$ cat config.mk
export PLATFORM = sky130hd
export DESIGN_NAME = current_setpoint_cmds
export DESIGN_NICKNAME = d
export VERILOG_FILES = /design/src/meas_lowpass.v /design/src/current_setpoint_cmds.v
export VERILOG_INCLUDE_DIRS = /design/src /design/src/src
export SDC_FILE = /design/constraint.sdc
export NUM_CORES = 1
export LEC_CHECK = 0
export ABC_AREA = 1
export ABC_CLOCK_PERIOD_IN_PS = 4750
export BUFFER_PORTS_ARGS = -buffer_cell sky130_fd_sc_hd__buf_2
export CAP_MARGIN = 10
export CORE_UTILIZATION = 45
export DETAILED_ROUTE_END_ITERATION = 6
export PLACE_DENSITY_LB_ADDON = 0.05
export SLEW_MARGIN = 40
export SYNTH_ARGS = -nofsm -noshare
export SYNTH_HDL_FRONTEND = slang
export SYNTH_HIERARCHICAL = 1
export SYNTH_SLANG_ARGS = --single-unit
$ cat constraint.sdc
create_clock -name clk -period 4.75 [get_ports clk]
set_input_delay 0.475 -clock clk [delete_from_list [all_inputs] [get_ports clk]]
set_output_delay 0.475 -clock clk [all_outputs]
set_load 0.01 [all_outputs]
$ cat src/current_cmd_regs.vh
// Constants for the current setpoint and measurement command block.
`ifndef CURRENT_CMD_REGS_VH
`define CURRENT_CMD_REGS_VH
// Register addresses.
`define ADDR_SETPOINT    4'h0
`define ADDR_UPPER       4'h1
`define ADDR_LOWER       4'h2
`define ADDR_LEGACY      4'h3
`define ADDR_MEAS_NOW    4'h4
`define ADDR_MAX         4'h5
`define ADDR_MIN         4'h6
`define ADDR_CAPTURE     4'h7
`define ADDR_FILTER      4'h8
`define ADDR_ERR_STATUS  4'h9
`define ADDR_ERR_MASK    4'hA
`define ADDR_CONTROL     4'hB
`define ADDR_VOLT_NOW    4'hC
`define ADDR_VMAX        4'hD
`define ADDR_VMIN        4'hE
// Values in milliamperes; nominal current of the lowest-rated model.
`define I_NOM            20'h0EA60
`define SET_RES          20'h00001
`define MEAS_STEP        18'h00002
`define MEAS_MAX         18'h17FFC
`define MEAS_MIN_MAG     18'h07FFE
`define OVER_CODE        20'hF423F
`define UNDER_CODE       20'h0BDC1
// Status and field positions.
`define ST_CMDERR        2
`define ST_OVER          0
`define ST_UNDER         1
`define CAP_ON           2'h1
`define CAP_RST          2'h2
`define CTRL_ANALOG      0
`define CTRL_IFC         1
`define FILT_RESET       3'h3
`define FILT_MIN         3'h1
`define FILT_MAX         3'h4
// Filter time constants in milliseconds and cycles per millisecond.
`define TC1_MS           1
`define TC2_MS           10
`define TC3_MS           50
`define TC4_MS           400
`define CLK_KHZ          20000
`define MS_LAST          15'h4E1F
`endif

$ cat src/meas_lowpass.v
// First-order low-pass filter for one measured quantity.
`timescale 1ns/1ps
`include "current_cmd_regs.vh"
module meas_lowpass (
  input  wire               clk,
  input  wire               rst_n,
  input  wire               tick,
  input  wire [2:0]         sel,
  input  wire signed [17:0] raw,
  output reg  signed [17:0] filtered
);
  reg signed [33:0] acc;
  reg        [3:0]  shift;
  wire signed [35:0] diff;
  wire signed [35:0] step;
  // Each step is one millisecond; a shift approximates the time constant.
  always @* begin
    case (sel)
      3'h1:    shift = 4'h0;
      3'h2:    shift = 4'h3;
      3'h3:    shift = 4'h6;
      default: shift = 4'h9;
    endcase
  end
  assign diff = raw - (acc >>> 16);
  assign step = acc + ((diff <<< 16) >>> shift);
  always @(posedge clk or negedge rst_n) begin
    if (!rst_n) begin
      acc      <= 34'h000000000;
      filtered <= 18'h00000;
    end else if (tick) begin
      acc      <= step[33:0];
      filtered <= acc[33:16];
    end
  end
endmodule

$ cat src/current_setpoint_cmds.v
// Current setpoint, soft bounds, measurement readback and filter select.
`timescale 1ns/1ps
`include "current_cmd_regs.vh"
// Functional notes
// - Interface clear leaves all stored state unchanged.
// - Upper bound between setpoint and nominal.
// - Lower bound between zero and setpoint.
// - Setpoint accepted only within both bounds.
// - Out-of-range value rejected, command error bit 2.
// - Accepted values rounded to setting resolution.
// - Bounds ignored under external analog control.
// - Legacy limit name writes upper bound.
// - Legacy limit query answers with upper bound.
// - Setpoint query returns selected setpoint.
// - Maximum query returns highest captured current.
// - Overrange latched, maximum reads positive overflow.
// - Minimum query returns lowest captured current.
// - Underrange latched, minimum reads negative overflow.
// - Capture reset loads all four extremes.
// - Present current query with overflow codes.
// - Filter select one to four, both quantities.
// - Extremes frozen while capture disabled.
module current_setpoint_cmds (
  input  wire               clk,
  input  wire               rst_n,
  input  wire [3:0]         addr,
  input  wire [31:0]        wrData,
  input  wire               wrStrobe,
  input  wire               rdStrobe,
  output reg  [31:0]        rdData,
  input  wire signed [17:0] currentRaw,
  input  wire signed [17:0] voltageRaw,
  input  wire               currentOverRange,
  input  wire               currentUnderRange,
  input  wire               interfaceClear,
  output reg  [19:0]        currentSetpoint,
  output reg                analogControl,
  output reg                interfaceReinit,
  output wire               irq
);
  // ---------------------------------------------------------------
  // Declarations
  // ---------------------------------------------------------------
  reg  [19:0]        upperBound;
  reg  [19:0]        lowerBound;
  reg                captureOn;
  reg  [2:0]         filterSel;
  reg  [2:0]         errStatus;
  reg  [2:0]         errMask;
  reg  signed [17:0] iMax;
  reg  signed [17:0] iMin;
  reg  signed [17:0] uMax;
  reg  signed [17:0] uMin;
  reg                overLatched;
  reg                underLatched;
  reg  [14:0]        msCount;
  reg                msTick;
  reg  [2:0]         next_errStatus;
  wire signed [17:0] iFilt;
  wire signed [17:0] uFilt;
  wire [19:0]        value;
  wire               isWrite;
  wire               boundsOff;
  wire               capReset;
  reg                setErr;
  reg                overEvent;
  reg                underEvent;

  // ---------------------------------------------------------------
  // Helper functions
  // ---------------------------------------------------------------
  // Rounds a milliampere value to the setting resolution.
  function [19:0] roundRes;
    input [19:0] v;
    begin
      roundRes = ((v + (`SET_RES >> 1)) / `SET_RES) * `SET_RES;
    end
  endfunction

  // Inclusive range test.
  function inRange;
    input [19:0] v;
    input [19:0] lo;
    input [19:0] hi;
    begin
      inRange = (v >= lo) && (v <= hi);
    end
  endfunction

  // Sign-extends a measured value to the bus width.
  function [31:0] ext;
    input signed [17:0] v;
    begin
      ext = {{14{v[17]}}, v};
    end
  endfunction

  // Upper bound and its legacy alias share one register.
  function isUpperAddr;
    input [3:0] a;
    begin
      isUpperAddr = (a == `ADDR_UPPER) || (a == `ADDR_LEGACY);
    end
  endfunction

  // Picks an overflow code or the sign-extended measured value.
  function [31:0] rangeWord;
    input               over;
    input               under;
    input signed [17:0] v;
    begin
      if (over) begin
        rangeWord = {12'h000, `OVER_CODE};
      end else if (under) begin
        rangeWord = {12'hFFF, `UNDER_CODE};
      end else begin
        rangeWord = ext(v);
      end
    end
  endfunction

  assign value     = roundRes(wrData[19:0]);
  assign isWrite   = wrStrobe;
  assign boundsOff = analogControl;
  assign capReset  = isWrite && (addr == `ADDR_CAPTURE) && wrData[1];

  // ---------------------------------------------------------------
  // Millisecond tick and filters
  // ---------------------------------------------------------------
  always @(posedge clk or negedge rst_n) begin
    if (!rst_n) begin
      msCount <= 15'h0000;
      msTick  <= 1'b0;
    end else if (msCount == `MS_LAST) begin
      msCount <= 15'h0000;
      msTick  <= 1'b1;
    end else begin
      msCount <= msCount + 15'h0001;
      msTick  <= 1'b0;
    end
  end

  meas_lowpass iFilter (
    .clk      (clk),
    .rst_n    (rst_n),
    .tick     (msTick),
    .sel      (filterSel),
    .raw      (currentRaw),
    .filtered (iFilt)
  );

  meas_lowpass uFilter (
    .clk      (clk),
    .rst_n    (rst_n),
    .tick     (msTick),
    .sel      (filterSel),
    .raw      (voltageRaw),
    .filtered (uFilt)
  );

  // ---------------------------------------------------------------
  // Setpoint and bounds
  // ---------------------------------------------------------------
  always @(posedge clk or negedge rst_n) begin
    if (!rst_n) begin
      currentSetpoint <= 20'h00000;
      upperBound      <= `I_NOM;
      lowerBound      <= 20'h00000;
      analogControl   <= 1'b0;
      captureOn       <= 1'b0;
      filterSel       <= `FILT_RESET;
      errMask         <= 3'h0;
      setErr          <= 1'b0;
    end else begin
      setErr <= 1'b0;
      if (isWrite) begin
        if (addr == `ADDR_SETPOINT) begin
          if (boundsOff ? inRange(value, 20'h00000, `I_NOM)
              : inRange(value, lowerBound, upperBound)) begin
            currentSetpoint <= value;
          end else begin
            setErr <= 1'b1;
          end
        end else if (isUpperAddr(addr)) begin
          if (inRange(value, currentSetpoint, `I_NOM)) begin
            upperBound <= value;
          end else begin
            setErr <= 1'b1;
          end
        end else if (addr == `ADDR_LOWER) begin
          if (inRange(value, 20'h00000, currentSetpoint)) begin
            lowerBound <= value;
          end else begin
            setErr <= 1'b1;
          end
        end else if (addr == `ADDR_CAPTURE) begin
          captureOn <= wrData[0];
        end else if (addr == `ADDR_FILTER) begin
          if (wrData[2:0] >= `FILT_MIN && wrData[2:0] <= `FILT_MAX) begin
            filterSel <= wrData[2:0];
          end else begin
            setErr <= 1'b1;
          end
        end else if (addr == `ADDR_ERR_MASK) begin
          errMask <= wrData[2:0];
        end else if (addr == `ADDR_CONTROL) begin
          analogControl <= wrData[`CTRL_ANALOG];
        end
      end
    end
  end

  // ---------------------------------------------------------------
  // Interface clear
  // ---------------------------------------------------------------
  // Only the bus interface is reinitialised; no stored value is touched.
  always @(posedge clk or negedge rst_n) begin
    if (!rst_n) begin
      interfaceReinit <= 1'b0;
    end else begin
      interfaceReinit <= interfaceClear;
    end
  end

  // ---------------------------------------------------------------
  // Extremes capture
  // ---------------------------------------------------------------
  always @(posedge clk or negedge rst_n) begin
    if (!rst_n) begin
      iMax         <= 18'h00000;
      iMin         <= 18'h00000;
      uMax         <= 18'h00000;
      uMin         <= 18'h00000;
      overLatched  <= 1'b0;
      underLatched <= 1'b0;
      overEvent    <= 1'b0;
      underEvent   <= 1'b0;
    end else begin
      overEvent  <= 1'b0;
      underEvent <= 1'b0;
      if (capReset) begin
        iMax         <= iFilt;
        iMin         <= iFilt;
        uMax         <= uFilt;
        uMin         <= uFilt;
        overLatched  <= 1'b0;
        underLatched <= 1'b0;
      end else if (captureOn) begin
        if (iFilt > iMax) begin
          iMax <= iFilt;
        end
        if (iFilt < iMin) begin
          iMin <= iFilt;
        end
        if (uFilt > uMax) begin
          uMax <= uFilt;
        end
        if (uFilt < uMin) begin
          uMin <= uFilt;
        end
        if (currentOverRange && !overLatched) begin
          overLatched <= 1'b1;
          overEvent   <= 1'b1;
        end
        if (currentUnderRange && !underLatched) begin
          underLatched <= 1'b1;
          underEvent   <= 1'b1;
        end
      end
    end
  end

  // ---------------------------------------------------------------
  // Event status and interrupt
  // ---------------------------------------------------------------
  always @* begin
    next_errStatus = errStatus;
    if (isWrite && addr == `ADDR_ERR_STATUS) begin
      next_errStatus = errStatus & ~wrData[2:0];
    end
    if (setErr) begin
      next_errStatus[`ST_CMDERR] = 1'b1;
    end
    if (overEvent) begin
      next_errStatus[`ST_OVER] = 1'b1;
    end
    if (underEvent) begin
      next_errStatus[`ST_UNDER] = 1'b1;
    end
  end

  always @(posedge clk or negedge rst_n) begin
    if (!rst_n) begin
      errStatus <= 3'h0;
    end else begin
      errStatus <= next_errStatus;
    end
  end

  assign irq = |(errStatus & errMask);

  // ---------------------------------------------------------------
  // Read path
  // ---------------------------------------------------------------
  always @(posedge clk or negedge rst_n) begin
    if (!rst_n) begin
      rdData <= 32'h00000000;
    end else if (!rdStrobe) begin
      rdData <= 32'h00000000;
    end else if (addr == `ADDR_SETPOINT) begin
      rdData <= {12'h000, currentSetpoint};
    end else if (isUpperAddr(addr)) begin
      rdData <= {12'h000, upperBound};
    end else if (addr == `ADDR_LOWER) begin
      rdData <= {12'h000, lowerBound};
    end else if (addr == `ADDR_MEAS_NOW) begin
      rdData <= rangeWord(currentOverRange, currentUnderRange, iFilt);
    end else if (addr == `ADDR_MAX) begin
      rdData <= rangeWord(overLatched, 1'b0, iMax);
    end else if (addr == `ADDR_MIN) begin
      rdData <= rangeWord(1'b0, underLatched, iMin);
    end else if (addr == `ADDR_CAPTURE) begin
      rdData <= {31'h00000000, captureOn};
    end else if (addr == `ADDR_FILTER) begin
      rdData <= {29'h00000000, filterSel};
    end else if (addr == `ADDR_ERR_STATUS) begin
      rdData <= {29'h00000000, errStatus};
    end else if (addr == `ADDR_ERR_MASK) begin
      rdData <= {29'h00000000, errMask};
    end else if (addr == `ADDR_CONTROL) begin
      rdData <= {31'h00000000, analogControl};
    end else if (addr == `ADDR_VOLT_NOW) begin
      rdData <= ext(uFilt);
    end else if (addr == `ADDR_VMAX) begin
      rdData <= ext(uMax);
    end else if (addr == `ADDR_VMIN) begin
      rdData <= ext(uMin);
    end else begin
      rdData <= 32'h00000000;
    end
  end
endmodule

# Word level (Yosys, flattened, before mapping)
# Index checks and enable logic that the tools add are counted.
# totals
ff_bits,301
input_bits,79
output_inout_bits,55
word_cells,172
# op_classes
add_sub_neg,5
n_lt_le_gt_ge,12
n_eq_ne,18
shift,2
mux,61
bitwise,9
reduce_logical,38
# op_table
operator,n
$mux W32,19
$mux W18,12
$sshr A36 B4 Y34,2
$add A34 B34 Y34,2
$ge A20 B20 Y1,2
$le A20 B20 Y1,2
$sub A18 B18 Y19,2
$gt A18 B18 Y1,2
$lt A18 B18 Y1,2
$eq A4 B4 Y1 const B,7
$mux W1,27
$ge A20 B1 Y1 const B,1
$le A20 B16 Y1 const B,1
$reduce_bool A2 Y1,10
$eq A4 B3 Y1 const B,4
$add A15 B1 Y15 const B,1
$eq A15 B15 Y1 const B,1
$mux W15,1
$reduce_and A7 Y1,2
$pmux W4 S3,1
$reduce_and A2 Y1,6
$logic_and A1 B1 Y1,10
$reduce_and A5 Y1,2
$eq A4 B2 Y1 const B,2
other kinds (16),24

# Logic depth before layout (Yosys ltp)
# Gate-level depths: netlist of the first run.
# depth
ltp_word,16
ltp_mapped,32

# Modules after synthesis
# The synthesis of the first run kept the hierarchy.
# by_module_without_submodules
mod,instances,cells_per_inst,area_per_inst_um2,seq_area_each_um2
current_setpoint_cmds,1,1565,12135.4,4665.7
meas_lowpass at iFilter,1,924,5769.3,1276.2
meas_lowpass at uFilter,1,921,5708.0,1276.2

# Least setup slack after synthesis of the first run
# Ideal clock, no wire load.
# synth_path
path_kind,in2reg
from,input port currentRaw[0]
to,register iFilter.acc[23]
arrival_ns,3.529
setup_slack_ns,1.088
path_stages,28
n_path_buf,0
path_cell_list,inv_1 > ha_1 > inv_1 > fa_1 > inv_1 > nor2_1 > nor2_2 > nor2_1 > nor2_1 > inv_1 > nand2_1 > nand3_1 > nand3_1 > nand3_1 > nand3_1 > nand2_1 > nand2_1 > nand2_1 > ha_1 > a21oi_1 > inv_1 > a21oi_1 > o21ai_0 > a21oi_1 > o21ai_0 > or2_2 > nand3_1 > o21ai_0
# synth_via
elab_chain_cells,3
# synth_lines
item,line_no,rtl
from (decl),current_setpoint_cmds.v:31,"input wire signed [17:0] currentRaw,"
$sub A18 B18 Y19,meas_lowpass.v:25,assign diff = raw - (acc >>> 16);
$sshr A36 B4 Y34,meas_lowpass.v:26,assign step = acc + ((diff <<< 16) >>> shift);
$add A34 B34 Y34,meas_lowpass.v:26,
to (signal assigned),meas_lowpass.v:32,acc <= step[33:0];
to (decl),meas_lowpass.v:12,reg signed [33:0] acc;
# Every way passes these cells.
# A chain may end at the register's enable or synchronous reset.

# Worst setup path after layout of the first run
# layout_path
from,register uFilter.acc[16]
to,register uFilter.acc[22]
# layout_via
elab_chain_cells,3
# layout_lines
item,line_no
from (decl),meas_lowpass.v:12
from (signal assigned),meas_lowpass.v:32
$sub A18 B18 Y19,meas_lowpass.v:25
$sshr A36 B4 Y34,meas_lowpass.v:26
$add A34 B34 Y34 (*),meas_lowpass.v:26
# Every way passes the cells marked *; elsewhere a longest branch is shown, timed or not.

==> results of run 1 <==
[Yosys cell counts (4+ instances only)]
cell type,count,area share [%]
sky130_fd_sc_hd__buf_2,37,0.78
sky130_fd_sc_hd__fa_1,4,0.34
sky130_fd_sc_hd__o211ai_1,14,0.45
sky130_fd_sc_hd__nand2_1,885,14
sky130_fd_sc_hd__nor2_4,7,0.33
sky130_fd_sc_hd__dfrtp_1,279,30
sky130_fd_sc_hd__ha_1,231,12
sky130_fd_sc_hd__nor4_1,10,0.26
sky130_fd_sc_hd__xnor2_1,24,0.89
sky130_fd_sc_hd__o21ai_1,24,0.51
sky130_fd_sc_hd__nand3_1,308,6.5
sky130_fd_sc_hd__nor2_1,218,3.5
sky130_fd_sc_hd__a221oi_1,4,0.15
sky130_fd_sc_hd__a21oi_1,197,4.2
sky130_fd_sc_hd__clkbuf_1,48,0.76
sky130_fd_sc_hd__nand2_2,18,0.48
sky130_fd_sc_hd__a21oi_2,8,0.30
sky130_fd_sc_hd__nand3b_1,12,0.38
sky130_fd_sc_hd__o22ai_1,22,0.58
sky130_fd_sc_hd__a31oi_1,13,0.34
sky130_fd_sc_hd__or2_1,7,0.19
sky130_fd_sc_hd__o21ai_0,307,6.5
sky130_fd_sc_hd__inv_2,10,0.16
sky130_fd_sc_hd__or2_2,19,0.50
sky130_fd_sc_hd__nor3_1,35,0.74
sky130_fd_sc_hd__nor2_2,9,0.24
sky130_fd_sc_hd__buf_4,13,0.41
sky130_fd_sc_hd__xor2_1,22,0.82
sky130_fd_sc_hd__nand4_1,51,1.4
sky130_fd_sc_hd__o31ai_1,5,0.16
sky130_fd_sc_hd__inv_1,436,6.9
sky130_fd_sc_hd__conb_1,4,0.064
sky130_fd_sc_hd__o21bai_1,13,0.41
sky130_fd_sc_hd__a21o_1,21,0.67
sky130_fd_sc_hd__o221ai_1,11,0.41
sky130_fd_sc_hd__o21ai_2,11,0.41
sky130_fd_sc_hd__o2111ai_1,10,0.37
sky130_fd_sc_hd__o31a_1,4,0.15
sky130_fd_sc_hd__dfstp_2,9,1.0
sky130_fd_sc_hd__o21a_1,4,0.13
sky130_fd_sc_hd__a211oi_1,7,0.22
[flip-flops by register name, summed over array words and instances (netlist names), 3 cells and up]
name              flops
uMin                 18
lowerBound           20
upperBound           20
errStatus             3
uMax                 18
filterSel             3
uFilter/filtered     18
iMin                 18
rdData               21
iFilter/filtered     18
currentSetpoint      20
iFilter/acc          33
uFilter/acc          33
msCount              15
iMax                 18
errMask               3
[placed cells by master (no fill, tap or decap), drive strengths merged, types with 24 or more instances in the layout]
master / n
a21oi: 206
buf: 152
clkbuf: 53
dfrtp: 279
ha: 231
inv: 449
nand2: 904
nand3: 311
nand4: 52
nor2: 235
nor3: 36
o21ai: 342
or2: 27
xnor2: 24
[power breakdown]
group / leakage (nW) / total, mW / switching (mW) / internal [mW]
sequential: 3.57 / 2.74 / 0.148 / 2.60
clock: 0.640 / 3.00 / 1.13 / 1.87
combinational: 9.19 / 4.03 / 2.62 / 1.41
total: 13.4 / 9.77 / 3.90 / 5.87
[worst paths after layout]
check                                     start               to  cells past startpoint
worst max-delay path            uFilter/acc[16]  uFilter/acc[22]                     21
min in group asynchronous                 rst_n          uMin[3]                      2
worst min register to register       underEvent     errStatus[1]                      2
worst min-delay path             interfaceClear  interfaceReinit                      1
worst max register to register  uFilter/acc[16]  uFilter/acc[22]                     21
max in group asynchronous                 rst_n           msTick                      3
[per-stage QoR]
stage	utilization, %	hold WS [ps]	setup slack [ps]
floorplan	-	179	1090
global placement	48.2	417	186
detailed placement	48.2	427	109
CTS	50.8	6.41	361
global route	50.8	19.8	9.13
finish	50.8	37.6	352
[area by class of cell]
class | instances | area share, %
tap | 680 | 3.24
clock buffer | 53 | 4.17
sequential | 288 | 27.5
antenna | 1 | 0.00954
clock inverter | 11 | 0.744
timing repair buffer | 153 | 3.36
inverter | 450 | 6.47
multi-input combinational | 2582 | 54.5
[timing repair]
item,CTS,global route
hold buffers,1,0
setup endpoints to repair,0,5
resized for setup,0,6
hold endpoints to repair,56,0
[cell families after synthesis]
family / count (synthesis) / share of synthesized area, %
other: 4 / 0.0636
xor gates and xnor gates: 47 / 1.78
buffers and inverters: 550 / 9.22
and+or+nand+nor: 1594 / 29.2
adders and majority gates: 235 / 12.6
DFF: 288 / 30.6
AOI/OAI and AO/OA: 692 / 16.6
[worst register-to-register path: cells and delay by family, from the launching register on]
kind | cells | cell delay (ps)
AO/OA/AOI/OAI | 9 | 1560
XOR/XNOR | 1 | 250
adder cells (fa/ha/maj) | 3 | 980
buffers and inverters | 1 | 90
flip-flops | 1 | 350
AND/OR/NAND/NOR | 7 | 1010
[per-layer routing]
metal	part of all wire, %	global-route usage [%]
met5	0	0
met4	2.1	6.91
met3	4.6	2.56
met2	46	46.0
met1	47	39.4
==> parameters.txt, run 1 <==
Parameter                              Value

Cells and area
  Layout Nets ... approximately 3,800
  Storage cell area ... approximately 0.0072 mm2
  Post-synthesis to final-layout area growth ... 11.1%
  Number of cells in the finished layout apart from fillers ... 4,218
  Total of fill cells in the finished design ... 5,264
  Post-layout instance area ... between 0.02 and 0.03 mm2
  Fraction of final layout cells sized beyond drive strength 1 ... under 10%
  Multi-input combinational cell area ... between 0.01 and 0.015 mm2

CTS
  Insertion delay to the later sink of the worst-skew pair ... 570 ps
  Clock Pin Slew Worst Setup and Hold Paths ... approximately 60 ps
  H-tree level count ... 2
  TritonCTS buffer count ... 36
  Total number of clock tree sinks ... ~290
  Clock tree buffer depth ... 3
  Cell at the root of the clock tree ... sky130_fd_sc_hd__clkbuf_16
  Number of buffers inserted by post-CTS setup repair ... 0
  CTS tree ... yes

Placement
  Placed cell areas ... ~0.025 mm2
  Post-detailed-placement half-perimeter wirelength ... about 58,000 um
  Placer congestion estimate ... 0.922
  Count of port buffers added during placement ... 121
  Number of cells in the design after placement ... approximately 4,200

Global route
  Maximum number of pins on one net before global-route repair ... 105
  Initial antenna violation count ... 2
  Total GRT Usage ... ~28%
  Overflow left after global routing ... 0
  Wire length of the first global-routing pass ... 119,000 um
  Vias in the first global route ... ~22,000

Critical path
  Reg-to-reg setup timing slack ... 350 ps
  Cell family with the largest share of critical-path delay ... compound AO/OA/AOI/OAI gates
  Worst EP required ... about 5200 ps
  Setup crit end kind ... register
  Cell-by-cell trace of the critical path ... ha_1, inv_1, fa_1, nand3_1, nand3_1, xnor2_2, o21ai_1, o21ai_0, a21oi_1, nor2_1, a31oi_1, ha_1, a21oi_1, o21ai_0, a21oi_1, nand3_1, nand2_1, o211ai_1, or2_1, nand3_1, o21ai_0
  Sum of buffers and inverters on the critical path ... 1
  Critical Setup Path Class ... register to register
  Crit-path most repeated cell ... sky130_fd_sc_hd__nand3_1
  CP Data Arrival Time ... approximately 4800 ps
  Slowest-stage cell, CP ... sky130_fd_sc_hd__fa_1
  Crit path largest cell delay ... 490 ps
  Element type at the critical path start ... register
  CP Max Fanout ... 5

Drt
  Average detailed-routed wire length per instance ... approximately 18 um
  Post-Route WL ... 74,800 um
  Detailed-routing iteration count for the pre-antenna-repair pass ... 5
  DRC errors left ... 0
  Detailed Route Iter0 Violations ... 1,692
  DR vias ... ~23,000
  Antenna-violating nets left ... 0
  Mean number of vias per cell ... about 5.5

Synth
  Area of the mapped netlist ... between 0.02 and 0.025 mm2
  Portion of the post-synthesis area used by sequential elements ... 30.6%
  Most frequently used flop master after synthesis ... sky130_fd_sc_hd__dfrtp_1
  Number of synthesized flops with an enable pin ... 0
  Avg Inst Size Synth ... 6.92 um2
  Share of flip-flops with an asynchronous set or reset ... 100%
  Number of storage elements in the synthesis netlist ... roughly 290
  Number of warnings printed during yosys synthesis ... 6
  Count of distinct cell types in the synthesized netlist ... 69
  Synth Instances ... 3,410

Timing
  Worst clock skew ... approximately 31 ps
  Max-slew violations ... 0
  Max transition margin ... 43.1%
  Final setup TNS ... 0 ps
  Setup violations, final ... 0
  Actual transition at the worst max-transition pin ... around 850 ps
  Unrepaired setup endpoints after global routing ... no
  Final Hold Violating Endpoints ... 0
  Shortest period the worst path allows ... about 4400 ps
  Fmax ... ~230 MHz
  Final period util ... 92.6%

Job
  Reported max-cap violation count ... 0

Floorplan
  Site Rows ... 83
  Vertical die dimension ... between 200 and 250 um
  DIE WIDTH ... approximately 230 um
  Area of the die ... roughly 0.053 mm2
  I/O pin cnt ... 134
  Standard cell core area ... 0.0516 mm2
  Initial Utilization ... between 40 and 50%

Status
  Status ... finished clean

Power and ir drop
  Power density cells ... 372 mW/mm2
  Total power draw ... just under 10 mW
  Static Leak ... between 10 and 15 nW
  VDD IR max ... about 0.24 mV

Min path
  Min-Delay Path Class ... input pin to register
No activity file was read; power rests on OpenSTA's default activity.
==> run 2, diff against run 1 <==
REMOVE_ABC_BUFFERS = 1   (was unset)
==> parameters.txt, run 2 (synthesis results as in run 1) <==
Parameter                              Value

Critical path
  Slowest-stage cell, CP ... sky130_fd_sc_hd__dfrtp_1
  Critical Setup Path Class ... register to register
  CP Max Fanout ... 5
  Depth of the most critical reg-to-reg path ... 21
  Element type at the critical path start ... register
  CP Data Arrival Time ... 4750 ps
  Crit-path most repeated cell ... sky130_fd_sc_hd__nand3_1
  Crit path largest cell delay ... 450 ps
  Worst EP required ... 5180 ps
  Cell-by-cell trace of the critical path ... inv_1, ha_1, nand2_1, inv_1, a21oi_1, nand3_1, xor2_1, nand2_1, nand3_1, nand3_1, a31oi_1, ha_1, a21oi_1, o21ai_0, a21oi_1, nand3_1, nand2_1, o211ai_1, or2_1, nand3_1, o21ai_0
  Setup crit end kind ... register

Job
  Reported max-cap violation count ... 0

Power and ir drop
  Power density cells ... between 300 and 400 mW/mm2
  Static Leak ... about 13 nW
  VDD IR max ... about 0.33 mV

Cells and area
  Fraction of final layout cells sized beyond drive strength 1 ... under 10%
  Biggest registers after layout ... iFilter/acc x33, uFilter/acc x33, rdData x21
  Layout Nets ... approximately 3,800
  Post-layout instance area ... 0.0262 mm2
  Post-synthesis to final-layout area growth ... 10.9%
  Most frequent standard cell in the layout excluding fill and tap cells ... sky130_fd_sc_hd__nand2_1
  Number of cells in the finished layout apart from fillers ... roughly 4,200
  Commonest cells after routing, fill and taps aside ... sky130_fd_sc_hd__nand2_1, sky130_fd_sc_hd__inv_1, sky130_fd_sc_hd__nand3_1, sky130_fd_sc_hd__o21ai_0, sky130_fd_sc_hd__dfrtp_1
  Diode count ... 0
  Total of fill cells in the finished design ... 5,210

CTS
  Cell at the root of the clock tree ... sky130_fd_sc_hd__clkbuf_16
  Clock Pin Slew Worst Setup and Hold Paths ... around 60 ps
  H-tree level count ... 2
  Total number of clock tree sinks ... approximately 290
  TritonCTS buffer count ... 38
  Number of buffers inserted by post-CTS setup repair ... 0
  Clock tree buffer depth ... 3
  Insertion delay to the later sink of the worst-skew pair ... 560 ps
  CTS tree ... yes

Status
  Status ... finished clean

Timing
  Max transition margin ... a little under half
  Setup violations, final ... 0
  Actual transition at the worst max-transition pin ... between 800 and 900 ps
  Final Hold Violating Endpoints ... 0
  Max-slew violations ... 0
  Worst hold margin ... 157 ps
  Worst clock skew ... around 18 ps
  Final setup TNS ... 0 ps
  Final period util ... 91.0%
  Shortest period the worst path allows ... about 4300 ps
  Fmax ... between 200 and 250 MHz
  Unrepaired setup endpoints after global routing ... no

Min path
  Hold path cells ... 3
  Min-Delay Path Class ... input pin to register

Global route
  Overflow left after global routing ... 0
  Total GRT Usage ... between 20% and 30%
  Vias in the first global route ... approximately 22,000
  Initial antenna violation count ... 1
  Maximum number of pins on one net before global-route repair ... between 90 and 100
  Wire length of the first global-routing pass ... 120,000 um

Floorplan
  Vertical die dimension ... approximately 230 um
  DIE WIDTH ... between 200 and 250 um
  Standard cell core area ... 0.0516 mm2
  Area of the die ... 0.0534 mm2
  I/O pin cnt ... ~130
  Site Rows ... 83
  Initial Utilization ... 45.7%

Placement
  Number of cells in the design after placement ... between 4,000 and 5,000
  Placer congestion estimate ... between 0.9 and 1
  Count of port buffers added during placement ... 121
  Placed cell areas ... roughly 0.025 mm2
  Post-detailed-placement half-perimeter wirelength ... slightly below 60,000 um

Drt
  Detailed-routing iteration count for the pre-antenna-repair pass ... 6
  Antenna-violating nets left ... 0
  DR vias ... 23,018
  Mean number of vias per cell ... between 5 and 6
  Post-Route WL ... 74,700 um
  DRC errors left ... 0
  Detailed Route Iter0 Violations ... approximately 1,600
  Average detailed-routed wire length per instance ... ~18 um
run 2: cell count changes in the layout (fill, tap and decap cells not counted), sizes merged:
cell / change
inv: +3
clkbuf: -4
bufinv: -2
buf: -3
clkinvlp: +2
clkinv: +2
diode: -1
dlygate4sd3: +1
run 2: timing repair:
item,CTS,global route
gates resized for setup,0,1
endpoints found under the hold margin,65,0
endpoints found under the setup margin,0,3
hold buffers,2,0
run 2: final timing paths:
kind                                 start              end  slack [ps]
setup reg to reg           uFilter/acc[23]  uFilter/acc[22]         430
hold reg to reg                  overEvent     errStatus[0]         440
min in group asynchronous            rst_n          uMin[3]         520
hold / removal                   wrData[0]    analogControl         160
max in group asynchronous            rst_n   uFilter/acc[9]        3130
setup / recovery           uFilter/acc[23]  uFilter/acc[22]         430
run 2: area by class of cell:
class	instances	area (um2)	share of cell area [%]
tap	680	851	3.25
clock buffer	49	1100	4.21
multi-input combinational	2582	14300	54.5
inverter	450	1700	6.48
sequential	288	7220	27.6
clock inverter	16	181	0.693
timing repair buffer	151	871	3.32
run 2: stage by stage:
| stage | util (%) | setup WS, ps | power, mW |
|---|---|---|---|
| 2_1_floorplan | - | 465 | 5.57 |
| 3_3_place_gp | 48.2 | 241 | 6.71 |
| 3_5_place_dp | 48.2 | 244 | 6.75 |
| 4_1_cts | 50.7 | 435 | 9.78 |
| 5_1_grt | 50.8 | 47.2 | 10.5 |
| 6_report | 50.8 | 428 | 9.73 |
run 2: worst max-delay path, delay by kind of cell (launching register included):
family,cells,cell delay (ps)
DFF,1,450
adders and majority gates,2,680
xor gates and xnor gates,1,300
buffers and inverters,2,170
AOI/OAI and AO/OA,7,1290
and+or+nand+nor,9,1300
run 2: per-layer routing:
layer  global-route usage (%)  up-vias  routed length [um]
li1                         -    11544                   -
met2                     45.4      573               33700
met1                     38.9    10776               35100
met4                     9.69        2                2290
met5                        0        -                  13
met3                     3.21      123                3590
run 2: report_power, final:
part           switching, mW  leakage (nW)  internal, mW
clock                   1.16         0.636          1.80
sequential             0.138          3.57          2.60
combinational           2.62          9.17          1.41
total                   3.92          13.4          5.81
